<file path="src/ir_host_port_pkg.sv">
// Constants, register map and types shared by the infrared host serial port.
// How it works
// [RQ1] Host serial data received on host input
// [RQ2] Serial data sent to host on output
// [RQ3] Ring input relayed, low means ring present
// [RQ4] Data-set-ready low only while link established
// [RQ5] Terminal-ready input relayed as remote set-ready
// [RQ6] Clear-to-send low only when byte accepted
// [RQ7] Host-bound data held while request-to-send high
// [RQ8] Carrier input relayed, low means carrier present
// [RQ9] Valid-width photodetect pulse counts one bit
// [RQ10] Activity output high in discovery or response
// [RQ11] Host drives reset from its own pin; the block takes reset only from its rst input, and no host pin drives it
// [RQ12] Frame: start, eight data LSB first, stop
package ir_host_port_pkg;

	// Register byte offsets, one aligned word each.
	localparam logic [7:0] CTRL_OFFSET      = 8'h00;
	localparam logic [7:0] STATUS_OFFSET    = 8'h04;
	localparam logic [7:0] INT_STAT_OFFSET  = 8'h08;
	localparam logic [7:0] INT_MASK_OFFSET  = 8'h0C;
	localparam logic [7:0] TX_DATA_OFFSET   = 8'h10;
	localparam logic [7:0] RX_DATA_OFFSET   = 8'h14;
	localparam logic [7:0] BAUD_DIV_OFFSET  = 8'h18;
	localparam logic [7:0] IR_COUNT_OFFSET  = 8'h1C;

	// Control fields.
	localparam int CTRL_MODE_LSB   = 0;
	localparam int CTRL_IR_SEND    = 8;

	// Interrupt status bit positions.
	localparam int INT_RX_BYTE     = 0;
	localparam int INT_TX_DONE     = 1;
	localparam int INT_IR_BIT      = 2;
	localparam int INT_IR_WIDTH    = 3;
	localparam int INT_FRAME_ERR   = 4;
	localparam int INT_MODEM       = 5;
	localparam int INT_RX_OVERRUN  = 6;
	localparam int INT_WIDTH       = 7;

	// Reset values.
	localparam logic [15:0] BAUD_DIV_RESET = 16'h0A2C;
	localparam logic [6:0]  INT_MASK_RESET = 7'h00;

	// Timing, clock at 25 MHz.
	localparam int CLK_MHZ        = 25;
	localparam int IR_MIN_NS      = 1000;
	localparam int IR_MAX_NS      = 20000;
	localparam int IR_TX_NS       = 1600;
	localparam int IR_MIN_CYC     = (IR_MIN_NS * CLK_MHZ + 999) / 1000;
	localparam int IR_MAX_CYC     = (IR_MAX_NS * CLK_MHZ) / 1000;
	localparam int IR_TX_CYC      = (IR_TX_NS * CLK_MHZ + 999) / 1000;

	// Protocol handler modes.
	typedef enum logic [1:0] {
		MODE_NDM       = 2'b00,
		MODE_LOW_POWER = 2'b01,
		MODE_DISCOVERY = 2'b10,
		MODE_NRM       = 2'b11
	} proto_mode_type;

endpackage

</file>
<file path="src/ir_host_port.sv">
// Host serial port of the infrared protocol controller with APB registers.
`timescale 1ns/10ps
`default_nettype none
module ir_host_port (
	// Clock, reset, enable
	input  wire logic        core_clk,
	input  wire logic        rst,
	input  wire logic        clk_en,
	// APB slave
	input  wire logic        psel,
	input  wire logic        penable,
	input  wire logic        pwrite,
	input  wire logic [7:0]  paddr,
	input  wire logic [31:0] pwdata,
	output logic [31:0]      prdata,
	output logic             pready,
	output logic             pslverr,
	// Host serial pins, handshakes active low
	input  wire logic        host_rx_in,
	output logic             host_tx_out,
	input  wire logic        host_ring_n,
	input  wire logic        host_dtr_n,
	input  wire logic        host_rts_n,
	input  wire logic        host_cd_n,
	output logic             dsr_n_out,
	output logic             cts_n_out,
	// Infrared side
	input  wire logic        ir_photodetect_in,
	output logic             ir_transmit_out,
	output logic             protocol_handler_active,
	// Interrupt
	output logic             irq
);
	import ir_host_port_pkg::*;

	// Two-stage synchronisers for every pin input.
	logic [5:0] sync1_reg;
	logic [5:0] sync2_reg;
	logic [3:0] modem_prev_reg;

	// Each stage resets to its pin's idle level: serial and handshakes high,
	// photodetect low, so that no false pulse edge or modem change follows reset.
	always_ff @(posedge core_clk) begin
		if (rst) begin
			sync1_reg <= 6'h1F;
			sync2_reg <= 6'h1F;
		end else if (clk_en) begin
			sync1_reg <= {ir_photodetect_in, host_cd_n, host_rts_n,
				host_dtr_n, host_ring_n, host_rx_in};
			sync2_reg <= sync1_reg;
		end
	end

	wire       rx_line = sync2_reg[0];
	wire [3:0] modem_n = sync2_reg[4:1];
	wire       rts_n_s = sync2_reg[3];
	wire       ir_s    = sync2_reg[5];

	// Registers.
	proto_mode_type       mode_reg;
	logic [15:0]          baud_reg;
	logic [INT_WIDTH-1:0] int_stat_reg;
	logic [INT_WIDTH-1:0] int_mask_reg;
	logic [7:0]           rx_data_reg;
	logic                 rx_full_reg;
	logic [7:0]           tx_byte_reg;
	logic                 tx_pend_reg;
	logic [15:0]          ir_count_reg;
	logic [15:0]          ir_width_reg;
	logic                 ir_prev_reg;
	logic [7:0]           ir_tx_cnt_reg;

	// APB decode: one wait state, answer registered with pready.
	wire apb_access = psel & penable & ~pready;
	wire apb_done   = psel & penable & pready;
	wire wr_done    = apb_done & pwrite;
	wire rd_done    = apb_done & ~pwrite;
	wire sel_ctrl   = (paddr == CTRL_OFFSET);
	wire sel_status = (paddr == STATUS_OFFSET);
	wire sel_istat  = (paddr == INT_STAT_OFFSET);
	wire sel_imask  = (paddr == INT_MASK_OFFSET);
	wire sel_txd    = (paddr == TX_DATA_OFFSET);
	wire sel_rxd    = (paddr == RX_DATA_OFFSET);
	wire sel_baud   = (paddr == BAUD_DIV_OFFSET);
	wire sel_irc    = (paddr == IR_COUNT_OFFSET);
	wire mapped     = sel_ctrl | sel_status | sel_istat | sel_imask |
		sel_txd | sel_rxd | sel_baud | sel_irc;

	// Serial engines.
	logic [7:0] rx_byte;
	logic       rx_valid;
	logic       rx_ferr;
	logic       tx_busy;
	logic       tx_done;
	logic       tx_line;

	// [RQ1] Host data receiver
	serial_rx u_rx (
		.core_clk  (core_clk),
		.rst       (rst),
		.clk_en    (clk_en),
		.bit_div   (baud_reg),
		.rxd       (rx_line),
		.data      (rx_byte),
		.valid     (rx_valid),
		.frame_err (rx_ferr)
	);

	// [RQ7] Start only while host requests data
	wire tx_start = tx_pend_reg & ~rts_n_s & ~tx_busy;

	// [RQ2] Host-bound transmitter
	serial_tx u_tx (
		.core_clk (core_clk),
		.rst      (rst),
		.clk_en   (clk_en),
		.bit_div  (baud_reg),
		.start    (tx_start),
		.data     (tx_byte_reg),
		.busy     (tx_busy),
		.done     (tx_done),
		.txd      (tx_line)
	);

	// [RQ9] Pulse width qualification
	wire ir_fall      = ir_prev_reg & ~ir_s;
	wire ir_width_ok  = (ir_width_reg >= 16'(IR_MIN_CYC)) &
		(ir_width_reg <= 16'(IR_MAX_CYC));
	wire ir_bit_ev    = ir_fall & ir_width_ok;
	wire ir_err_ev    = ir_fall & ~ir_width_ok;
	wire ir_width_sat = (ir_width_reg == 16'hFFFF);

	// [RQ3] Relay ring, terminal-ready, carrier changes
	wire modem_ev    = (modem_n != modem_prev_reg);
	wire overrun_ev  = rx_valid & rx_full_reg & ~(rd_done & sel_rxd);
	wire ir_send     = wr_done & sel_ctrl & pwdata[CTRL_IR_SEND];

	wire [INT_WIDTH-1:0] events = {overrun_ev, modem_ev, rx_ferr,
		ir_err_ev, ir_bit_ev, tx_done, rx_valid};
	wire [INT_WIDTH-1:0] w1c = (wr_done & sel_istat) ?
		pwdata[INT_WIDTH-1:0] : '0;
	// A new event in the clearing cycle survives the clear.
	wire [INT_WIDTH-1:0] int_stat_next = (int_stat_reg & ~w1c) | events;

	// Active-high views of the relayed handshake levels. Software forwards them
	// to the remote primary, so the block adds no framing of its own here.
	// [RQ3] Ring level relayed
	wire ring_present = ~modem_n[0];
	// [RQ5] Terminal-ready relayed as set-ready
	wire host_ready   = ~modem_n[1];
	wire rts_ready    = ~modem_n[2];
	// [RQ8] Carrier level relayed
	wire carrier_on   = ~modem_n[3];
	wire link_up      = (mode_reg == MODE_NRM);

	// Status word.
	wire [31:0] status_word = {22'h000000, ir_s, carrier_on, rts_ready,
		host_ready, ring_present, ~rx_full_reg, rx_full_reg, tx_pend_reg,
		tx_busy, link_up};

	wire [31:0] rd_mux =
		sel_ctrl   ? {30'h00000000, mode_reg} :
		sel_status ? status_word :
		sel_istat  ? {25'h0000000, int_stat_reg} :
		sel_imask  ? {25'h0000000, int_mask_reg} :
		sel_txd    ? {24'h000000, tx_byte_reg} :
		sel_rxd    ? {24'h000000, rx_data_reg} :
		sel_baud   ? {16'h0000, baud_reg} :
		sel_irc    ? {16'h0000, ir_count_reg} : 32'h00000000;

	always_ff @(posedge core_clk) begin
		if (rst) begin
			pready  <= 1'b0;
			pslverr <= 1'b0;
			prdata  <= 32'h00000000;
		end else if (clk_en) begin
			pready  <= apb_access;
			pslverr <= apb_access & ~mapped;
			if (apb_access)
				prdata <= pwrite ? 32'h00000000 : rd_mux;
		end
	end

	// Software registers.
	always_ff @(posedge core_clk) begin
		if (rst) begin
			mode_reg     <= MODE_NDM;
			baud_reg     <= BAUD_DIV_RESET;
			int_mask_reg <= INT_MASK_RESET;
			int_stat_reg <= '0;
		end else if (clk_en) begin
			int_stat_reg <= int_stat_next;
			if (wr_done & sel_ctrl)
				mode_reg <= proto_mode_type'(pwdata[CTRL_MODE_LSB +: 2]);
			if (wr_done & sel_baud)
				baud_reg <= pwdata[15:0];
			if (wr_done & sel_imask)
				int_mask_reg <= pwdata[INT_WIDTH-1:0];
		end
	end

	// Data holding registers.
	always_ff @(posedge core_clk) begin
		if (rst) begin
			rx_data_reg <= 8'h00;
			rx_full_reg <= 1'b0;
			tx_byte_reg <= 8'h00;
			tx_pend_reg <= 1'b0;
		end else if (clk_en) begin
			// A byte arriving with the read wins, so none is dropped silently.
			if (rx_valid) begin
				rx_data_reg <= rx_byte;
				rx_full_reg <= 1'b1;
			end else if (rd_done & sel_rxd) begin
				rx_full_reg <= 1'b0;
			end
			// Writes while a byte still waits are ignored.
			if (wr_done & sel_txd & ~tx_pend_reg) begin
				tx_byte_reg <= pwdata[7:0];
				tx_pend_reg <= 1'b1;
			end else if (tx_start) begin
				tx_pend_reg <= 1'b0;
			end
		end
	end

	// Infrared pulse measure and send.
	always_ff @(posedge core_clk) begin
		if (rst) begin
			ir_prev_reg    <= 1'b0;
			ir_width_reg   <= 16'h0000;
			ir_count_reg   <= 16'h0000;
			ir_tx_cnt_reg  <= 8'h00;
			modem_prev_reg <= 4'hF;
		end else if (clk_en) begin
			ir_prev_reg    <= ir_s;
			modem_prev_reg <= modem_n;
			if (!ir_s)
				ir_width_reg <= 16'h0000;
			else if (!ir_width_sat)
				ir_width_reg <= ir_width_reg + 16'h0001;
			if (ir_bit_ev)
				ir_count_reg <= ir_count_reg + 16'h0001;
			if (ir_send)
				ir_tx_cnt_reg <= 8'(IR_TX_CYC);
			else if (ir_tx_cnt_reg != 8'h00)
				ir_tx_cnt_reg <= ir_tx_cnt_reg - 8'h01;
		end
	end

	// Pin outputs, all registered.
	always_ff @(posedge core_clk) begin
		if (rst) begin
			host_tx_out             <= 1'b1;
			dsr_n_out               <= 1'b1;
			cts_n_out               <= 1'b1;
			ir_transmit_out         <= 1'b0;
			protocol_handler_active <= 1'b0;
			irq                     <= 1'b0;
		end else if (clk_en) begin
			host_tx_out     <= tx_line;
			// [RQ4] Link established only in response mode
			dsr_n_out       <= (mode_reg != MODE_NRM);
			// [RQ6] Refuse while holding byte unread
			cts_n_out       <= rx_full_reg;
			ir_transmit_out <= (ir_tx_cnt_reg != 8'h00);
			// [RQ10] Active in discovery or response
			protocol_handler_active <= (mode_reg == MODE_DISCOVERY) |
				(mode_reg == MODE_NRM);
			irq             <= |(int_stat_next & int_mask_reg);
		end
	end
endmodule // ir_host_port
`default_nettype wire

</file>
<file path="src/serial_rx.sv">
// Asynchronous serial receiver, one start, eight data LSB first, one stop.
`timescale 1ns/10ps
`default_nettype none
module serial_rx (
	// Clock and control
	input  wire logic        core_clk,
	input  wire logic        rst,
	input  wire logic        clk_en,
	input  wire logic [15:0] bit_div,
	// Synchronised line
	input  wire logic        rxd,
	// Received byte
	output logic [7:0]       data,
	output logic             valid,
	output logic             frame_err
);
	typedef enum logic [1:0] {
		RX_IDLE  = 2'b00,
		RX_START = 2'b01,
		RX_DATA  = 2'b10,
		RX_STOP  = 2'b11
	} rx_state_type;

	rx_state_type state_reg;
	logic [15:0]  cnt_reg;
	logic [2:0]   bit_reg;
	logic [7:0]   shift_reg;
	wire          tick = (cnt_reg == 16'h0000);

	always_ff @(posedge core_clk) begin
		if (rst) begin
			state_reg <= RX_IDLE;
			cnt_reg   <= 16'h0000;
			bit_reg   <= 3'h0;
			shift_reg <= 8'h00;
			data      <= 8'h00;
			valid     <= 1'b0;
			frame_err <= 1'b0;
		end else if (clk_en) begin
			valid     <= 1'b0;
			frame_err <= 1'b0;
			if (!tick)
				cnt_reg <= cnt_reg - 16'h0001;
			unique case (state_reg)
				RX_IDLE: if (!rxd) begin
					// Land on mid-bit so later samples sit in bit centres.
					cnt_reg   <= {1'b0, bit_div[15:1]};
					state_reg <= RX_START;
				end
				RX_START: if (tick) begin
					if (rxd) begin
						state_reg <= RX_IDLE;
					end else begin
						cnt_reg   <= bit_div;
						bit_reg   <= 3'h0;
						state_reg <= RX_DATA;
					end
				end
				// [RQ12] LSB first data
				RX_DATA: if (tick) begin
					shift_reg <= {rxd, shift_reg[7:1]};
					cnt_reg   <= bit_div;
					bit_reg   <= bit_reg + 3'h1;
					if (bit_reg == 3'h7)
						state_reg <= RX_STOP;
				end
				RX_STOP: if (tick) begin
					state_reg <= RX_IDLE;
					if (rxd) begin
						data  <= shift_reg;
						valid <= 1'b1;
					end else begin
						frame_err <= 1'b1;
					end
				end
			endcase
		end
	end
endmodule // serial_rx
`default_nettype wire

</file>
<file path="src/serial_tx.sv">
// Asynchronous serial transmitter, one start, eight data LSB first, one stop.
`timescale 1ns/10ps
`default_nettype none
module serial_tx (
	// Clock and control
	input  wire logic        core_clk,
	input  wire logic        rst,
	input  wire logic        clk_en,
	input  wire logic [15:0] bit_div,
	// Byte to send
	input  wire logic        start,
	input  wire logic [7:0]  data,
	output logic             busy,
	output logic             done,
	// Line
	output logic             txd
);
	logic [15:0] cnt_reg;
	logic [3:0]  bit_reg;
	logic [9:0]  frame_reg;

	always_ff @(posedge core_clk) begin
		if (rst) begin
			cnt_reg   <= 16'h0000;
			bit_reg   <= 4'h0;
			frame_reg <= 10'h3FF;
			busy      <= 1'b0;
			done      <= 1'b0;
			txd       <= 1'b1;
		end else if (clk_en) begin
			done <= 1'b0;
			if (!busy) begin
				if (start) begin
					// [RQ12] Start, data LSB first, stop
					frame_reg <= {1'b1, data, 1'b0};
					txd       <= 1'b0;
					cnt_reg   <= bit_div;
					bit_reg   <= 4'h0;
					busy      <= 1'b1;
				end
			end else if (cnt_reg != 16'h0000) begin
				cnt_reg <= cnt_reg - 16'h0001;
			end else if (bit_reg == 4'h9) begin
				busy <= 1'b0;
				done <= 1'b1;
				txd  <= 1'b1;
			end else begin
				bit_reg <= bit_reg + 4'h1;
				txd     <= frame_reg[bit_reg + 4'h1];
				cnt_reg <= bit_div;
			end
		end
	end
endmodule // serial_tx
`default_nettype wire

</file>
<file path="config.mk">
export PLATFORM = sky130hd
export DESIGN_NAME = ir_host_port
export DESIGN_NICKNAME = d
export VERILOG_FILES = /design/src/ir_host_port_pkg.sv /design/src/ir_host_port.sv /design/src/serial_rx.sv /design/src/serial_tx.sv
export SDC_FILE = /design/constraint.sdc
export NUM_CORES = 1
export LEC_CHECK = 0
export BUFFER_PORTS_ARGS = -buffer_cell sky130_fd_sc_hd__buf_2
export CORE_ASPECT_RATIO = 1.1
export CORE_MARGIN = 4
export CORE_UTILIZATION = 50
export CTS_BUF_LIST = sky130_fd_sc_hd__clkbuf_8
export DETAILED_ROUTE_END_ITERATION = 10
export GPL_TIMING_DRIVEN = 0
export PLACE_DENSITY_LB_ADDON = 0.05
export SYNTH_ARGS = -nofsm -noshare
export SYNTH_HDL_FRONTEND = slang
export SYNTH_SLANG_ARGS = --single-unit
</file>
<file path="constraint.sdc">
create_clock -name core_clk -period 4.5 [get_ports core_clk]
set_input_delay 0.45 -clock core_clk [delete_from_list [all_inputs] [get_ports core_clk]]
set_output_delay 0.45 -clock core_clk [all_outputs]
set_load 0.005 [all_outputs]
</file>
### Word-level counts from Yosys, hierarchy flattened

Index checks and enable logic that the tools add are counted.

* bits of input ports: 52
* register bits after elaboration: 218

* magnitude comparators: 3
* bitwise operators: 47
* reduce and logical (&&, ||, !) cells: 30
* equality and inequality tests: 27
* mux-type cells: 61
* add/subtract/negate cells: 7

Operators by type and width (count)
* $mux 16: 20
* $pmux 16 s3: 1
* $add 16x1->16 const B: 2
* $eq 8x5->1 const B: 4
* $sub 16x1->16 const B: 2
* $and 1x1->1: 22
* $reduce_and 2->1: 11
* $mux 1: 21
* $eq 16x16->1 const B: 1
* $eq 8x4->1 const B: 2
* $ge 16x5->1 const B: 1
* $le 16x9->1 const B: 1
* $logic_not 16->1: 1
* $mux 4: 4
* $mux 8: 2
* $reduce_bool 16->1: 1
* $and 7x7->7: 2
* $not 1->1: 13
* $mux 2: 6
* $ne 2x2->1 const B: 6
* $reduce_and 3->1: 4
* $reduce_bool 2->1: 5
* $mux 3: 3
* $eq 2x2->1 const B: 4
* other kinds (25): 36

### Depth between registers and ports, before layout

* word-level depth: 10
* mapped depth: 10
* mapped depth without buffers: 8

### Modules after synthesis

A second synthesis with hierarchy kept.

* cells, all modules: 1348
* area total of the unflattened synthesis: 11004.3 µm²

Modules (own cells, without submodules)
* ir_host_port: times used 1, area an instance 6306.0 µm², sequential area each 2622.5 µm², cells an instance 740
* serial_rx: times used 1, area an instance 2763.9 µm², sequential area each 780.7 µm², cells an instance 373
* serial_tx: times used 1, area an instance 1934.4 µm², sequential area each 640.6 µm², cells an instance 235

### Worst setup path after synthesis

OpenSTA, ideal clock, no wires.

* path type: in2reg
* from: input paddr[4]
* to: register irq
* stages on the path: 8
* buffers on the path: 2
* data required time: 4.366 ns
* arrival time: 2.127 ns
* setup slack: 2.240 ns
* path through: buf_2 nor4_4 and4_1 clkbuf_1 nand2_1 a2111oi_0 o32a_1 a311oi_1

* word-level cells in the longest chain between the ends: 8
* elaborated cells between the ends (all ways): 12
* classes of those cells: eq/ne (2); mux (1); bitwise (8); reduce/logical (1)

Ends and longest elaborated chain
* from (decl): line ir_host_port.sv:13 `input wire logic [7:0] paddr,`
* $eq 8x4->1: line ir_host_port.sv:80 `wire sel_istat = (paddr == INT_STAT_OFFSET);`
* $and 1x1->1: line ir_host_port.sv:140 `wire [INT_WIDTH-1:0] w1c = (wr_done & sel_istat) ?`
* $mux 7: line ir_host_port.sv:140
* $not 7->7: line ir_host_port.sv:143 `wire [INT_WIDTH-1:0] int_stat_next = (int_stat_reg & ~w1c) | events;`
* $and 7x7->7: line ir_host_port.sv:143
* $or 7x7->7 *: line ir_host_port.sv:143
* $and 7x7->7 *: line ir_host_port.sv:270 `irq <= |(int_stat_next & int_mask_reg);`
* $reduce_or 7->1 *: line ir_host_port.sv:270
* to (signal assigned): line ir_host_port.sv:270
* to (decl): line ir_host_port.sv:32 `output logic irq`

Every way passes the cells marked *; elsewhere a longest branch is shown, timed or not.
A chain may end at the register's enable or synchronous reset.

### Final worst setup path

* from: register u_rx.cnt_reg[0]
* to: register u_rx.cnt_reg[12]

* word-level cells in the longest chain between the ends: 5
* elaborated cells between the ends (all ways): 8
* classes of those cells: add/sub (1); mux (6); reduce/logical (1)

Ends and longest elaborated chain
* from (decl): line serial_rx.sv:25 `logic [15:0] cnt_reg;`
* from (signal assigned): line serial_rx.sv:43 `cnt_reg <= cnt_reg - 16'h0001;`
* from (signal assigned): line serial_rx.sv:47 `cnt_reg <= {1'b0, bit_div[15:1]};`
* from (signal assigned): line serial_rx.sv:54 `cnt_reg <= bit_div;`
* $sub 16x1->16 or $logic_not 16->1 (tied branches): line serial_rx.sv:43, serial_rx.sv:28
* $mux 16: line serial_rx.sv:42 `if (!tick)`
* $mux 16: line serial_rx.sv:51 `if (rxd) begin`
* $mux 16: line serial_rx.sv:50 `RX_START: if (tick) begin`
* $pmux 16 s3 *: line serial_rx.sv:44 `unique case (state_reg)`

Marks and branches as above.

==> key figures <==
Finish
  – Diodes inserted: 0
  – Final instance area: 12000 um^2
  – Final core utilization: 57.9%
  – Share of layout cells above drive strength 1: 13.1%
  – Synth-to-layout area growth: 13.2%
  – Nets: 1470
  – Final non-filler cell total: 1714

Placed design
  – Placed Cells: 1651
  – Detail Placement HPWL: 25.6 mm
  – Gp weighted congestion: 0.998
  – Placed inst area: 11300 um^2
  – Port bufs: 56
  – Dpl ws: 1.38 ns

Drt
  – Drt via density: 6.01
  – WL per Instance: 20.5 um
  – DRT antenna net count: 0
  – DRC: 0
  – Initial drt markers: 1169
  – Vias: 10300
  – Pre-Repair DR Iteration Count: 5
  – WL final: 35.2 mm

Clock tree
  – CTS sink count: 202
  – Reg clk slew, reported paths: 0.06 ns
  – Post-CTS Resized: 0
  – Clock Latency Late Sink: 0.54 ns
  – CTS tree: built
  – Hold buffers post-CTS: 0
  – Max clock buf depth: 3
  – H-tree Lvls: 2
  – Number of buffers created by CTS: 36
  – Clk root buf: clkbuf_8
  – Setup Buffers After CTS: 0

Global routing
  – Gr ovfl total: 0
  – Largest net degree at the start of global routing: 11
  – Initial antenna violation count: 0
  – Vias in the first global route: 9661
  – First-pass GRT wire length: 55.1 mm
  – Total Routing Usage GR: 29.3%

STA
  – Worst setup margin: 1.61 ns
  – Fin Clk Skew: 0.0264 ns
  – Worst relative slew slack: 6.63%
  – Achievable frequency: 0.346 GHz
  – Final hold vios: 0
  – Tcrit/Tclk final: 64.3%
  – Final min period: 2.89 ns
  – RSZ-0062 raised after global routing: false
  – Hold_ws: 0.128 ns
  – Worst-Margin Slew: 1.39 ns
  – Final setup violation count: 0
  – Final Max Tran Viols: 0
  – Total negative slack: 0 ns

Worst setup path
  – Arrival time worst endpoint: 3.32 ns
  – Worst R2R Start: u_rx.cnt_reg[0]
  – Critical path endpoint category: flop
  – Critical path peak fanout: 5
  – Cells on worst reg2reg path: 8
  – CP max-delay cell: nor3b_1
  – Flop2flop setup slack: 1.61 ns
  – RR Endpoint: u_rx.cnt_reg[12]
  – Crit path to: u_rx.cnt_reg[12]
  – CP required: 4.93 ns
  – CP cell instances: inv_1 > ha_1 > nor3b_1 > nand3_1 > or4_1 > a31oi_1 > a21oi_1 > a2111oi_2
  – Crit path kind: reg2reg
  – Launch point of the critical path: u_rx.cnt_reg[0]
  – Max incr delay on CP: 0.59 ns
  – CP Launch Type: flop

Power and ir drop
  – Flop pwr share: 42.3%
  – Sw Share: 31.6%
  – Clock group share of total power: 36.7%
  – Leakage: 4.51 nW
  – Internal: 3.14 mW
  – PwrDens: 383 nW/um^2
  – Worst VDD drop: 233 uV
  – P_sw: 1.45 mW
  – Combinational share of power: 21.1%
  – Tot Pwr: 4.60 mW

Synth
  – Syn Area/Cell: 8.18 um^2
  – Cells after Synth: 1295
  – Post-synthesis async set-or-reset flop share: 0%
  – Post-Synthesis Cell Area: 10600 um^2
  – Netlist cell types: 84
  – Most frequent cell after synthesis: dfxtp_1
  – Top cells by area, synth: dfxtp_1 38%, mux2i_1 6.6%, nand2_1 5.8%
  – EDFF count, synth: 0
  – Synth top cells by count: 202 x dfxtp_1, 165 x nand2_1, 155 x nor2_1
  – Sequential area share after synthesis: 38.2%
  – Cell taking the most area after synthesis: dfxtp_1
  – Yosys warns: 0
  – Seq cells post-synth: 202
  – Top-area cell type share of the netlist area: 38.2%
  – Most used DFF post-synth: dfxtp_1

Die
  – Die width: 147 um
  – Ports: 92
  – Starting Density: 51.2%
  – Die ar.: 23600 um^2
  – Rows: 55
  – Die height: 161 um
  – Core area: 20700 um^2

Run status
  – Status: completed

Job
  – Max_cap viols: 0

Worst hold path
  – Hold crit path type: in2reg
-- cell families after synthesis --
family | synth area share [%]
xor+xnor | 3.22
simple gates | 24.5
flops | 38.2
buf+inv | 5.83
mux | 9.59
compound gates | 17.0
other cells | 0.0354
fa+ha+maj | 1.65
-- power groups by stage --
stage	registers, mW	clock network (mW)	logic, mW
final	1.94	1.68	0.968
after global routing	1.95	1.79	1.06
after CTS	1.94	1.71	0.947
after detailed placement	1.98	0	0.944
after global placement	1.98	0	0.940
after floorplan	1.96	0	0.703
-- cell usage in the layout (no fill, tap or decap), drive strengths merged, types with 20 or more instances in the layout --
| cell type | instances |
|---|---|
| inv | 49 |
| nand2 | 165 |
| nor2 | 157 |
| mux2i | 70 |
| o21ai | 66 |
| nor3 | 37 |
| buf | 100 |
| or3 | 20 |
| nor4 | 25 |
| clkbuf | 104 |
| dfxtp | 202 |
| nand3 | 43 |
| a21oi | 88 |
| xnor2 | 27 |
-- layer usage --
layer  wire length, um  track usage [%]  vias to the layer above
li1                  -                -                     4827
met1             15100             38.8                     4890
met2             16100             47.8                      480
met3              2540             4.51                      109
met4              1470             11.9                        0
met5                 0                0                        -
-- worst min path at each step --
stage | from | end | slack, ns | depth (start not counted)
after floorplan | u_tx.frame_reg[0] | u_tx.frame_reg[0] | 0.42 | 2
after global placement | u_tx.frame_reg[0] | u_tx.frame_reg[0] | 0.43 | 2
after detailed placement | u_tx.frame_reg[0] | u_tx.frame_reg[0] | 0.44 | 2
after CTS | pwdata[11] | baud_reg[11] | 0.12 | 3
after global routing | host_rx_in | sync1_reg[0] | 0.15 | 3
final | pwdata[11] | baud_reg[11] | 0.13 | 3
-- worst max-delay path: cells and delay by family (launching register included) --
kind,cells,cell delay (ns)
adders and majority gates,1,0.26
AOI/OAI and AO/OA,3,0.61
DFF,1,0.35
buffers and inverters,1,0.15
and+or+nand+nor,3,1.42
-- final cells by class --
type                       instances  area, um^2
clock buffer                      46         633
inverter                          35         131
multi-input combinational        971        5990
timing repair buffer              56         280
tap                              285         357
fill                            1980        8720
clock inverter                    17        75.1
buffer                           102         487
sequential                       202        4040
(Power assumes the default switching activity.)
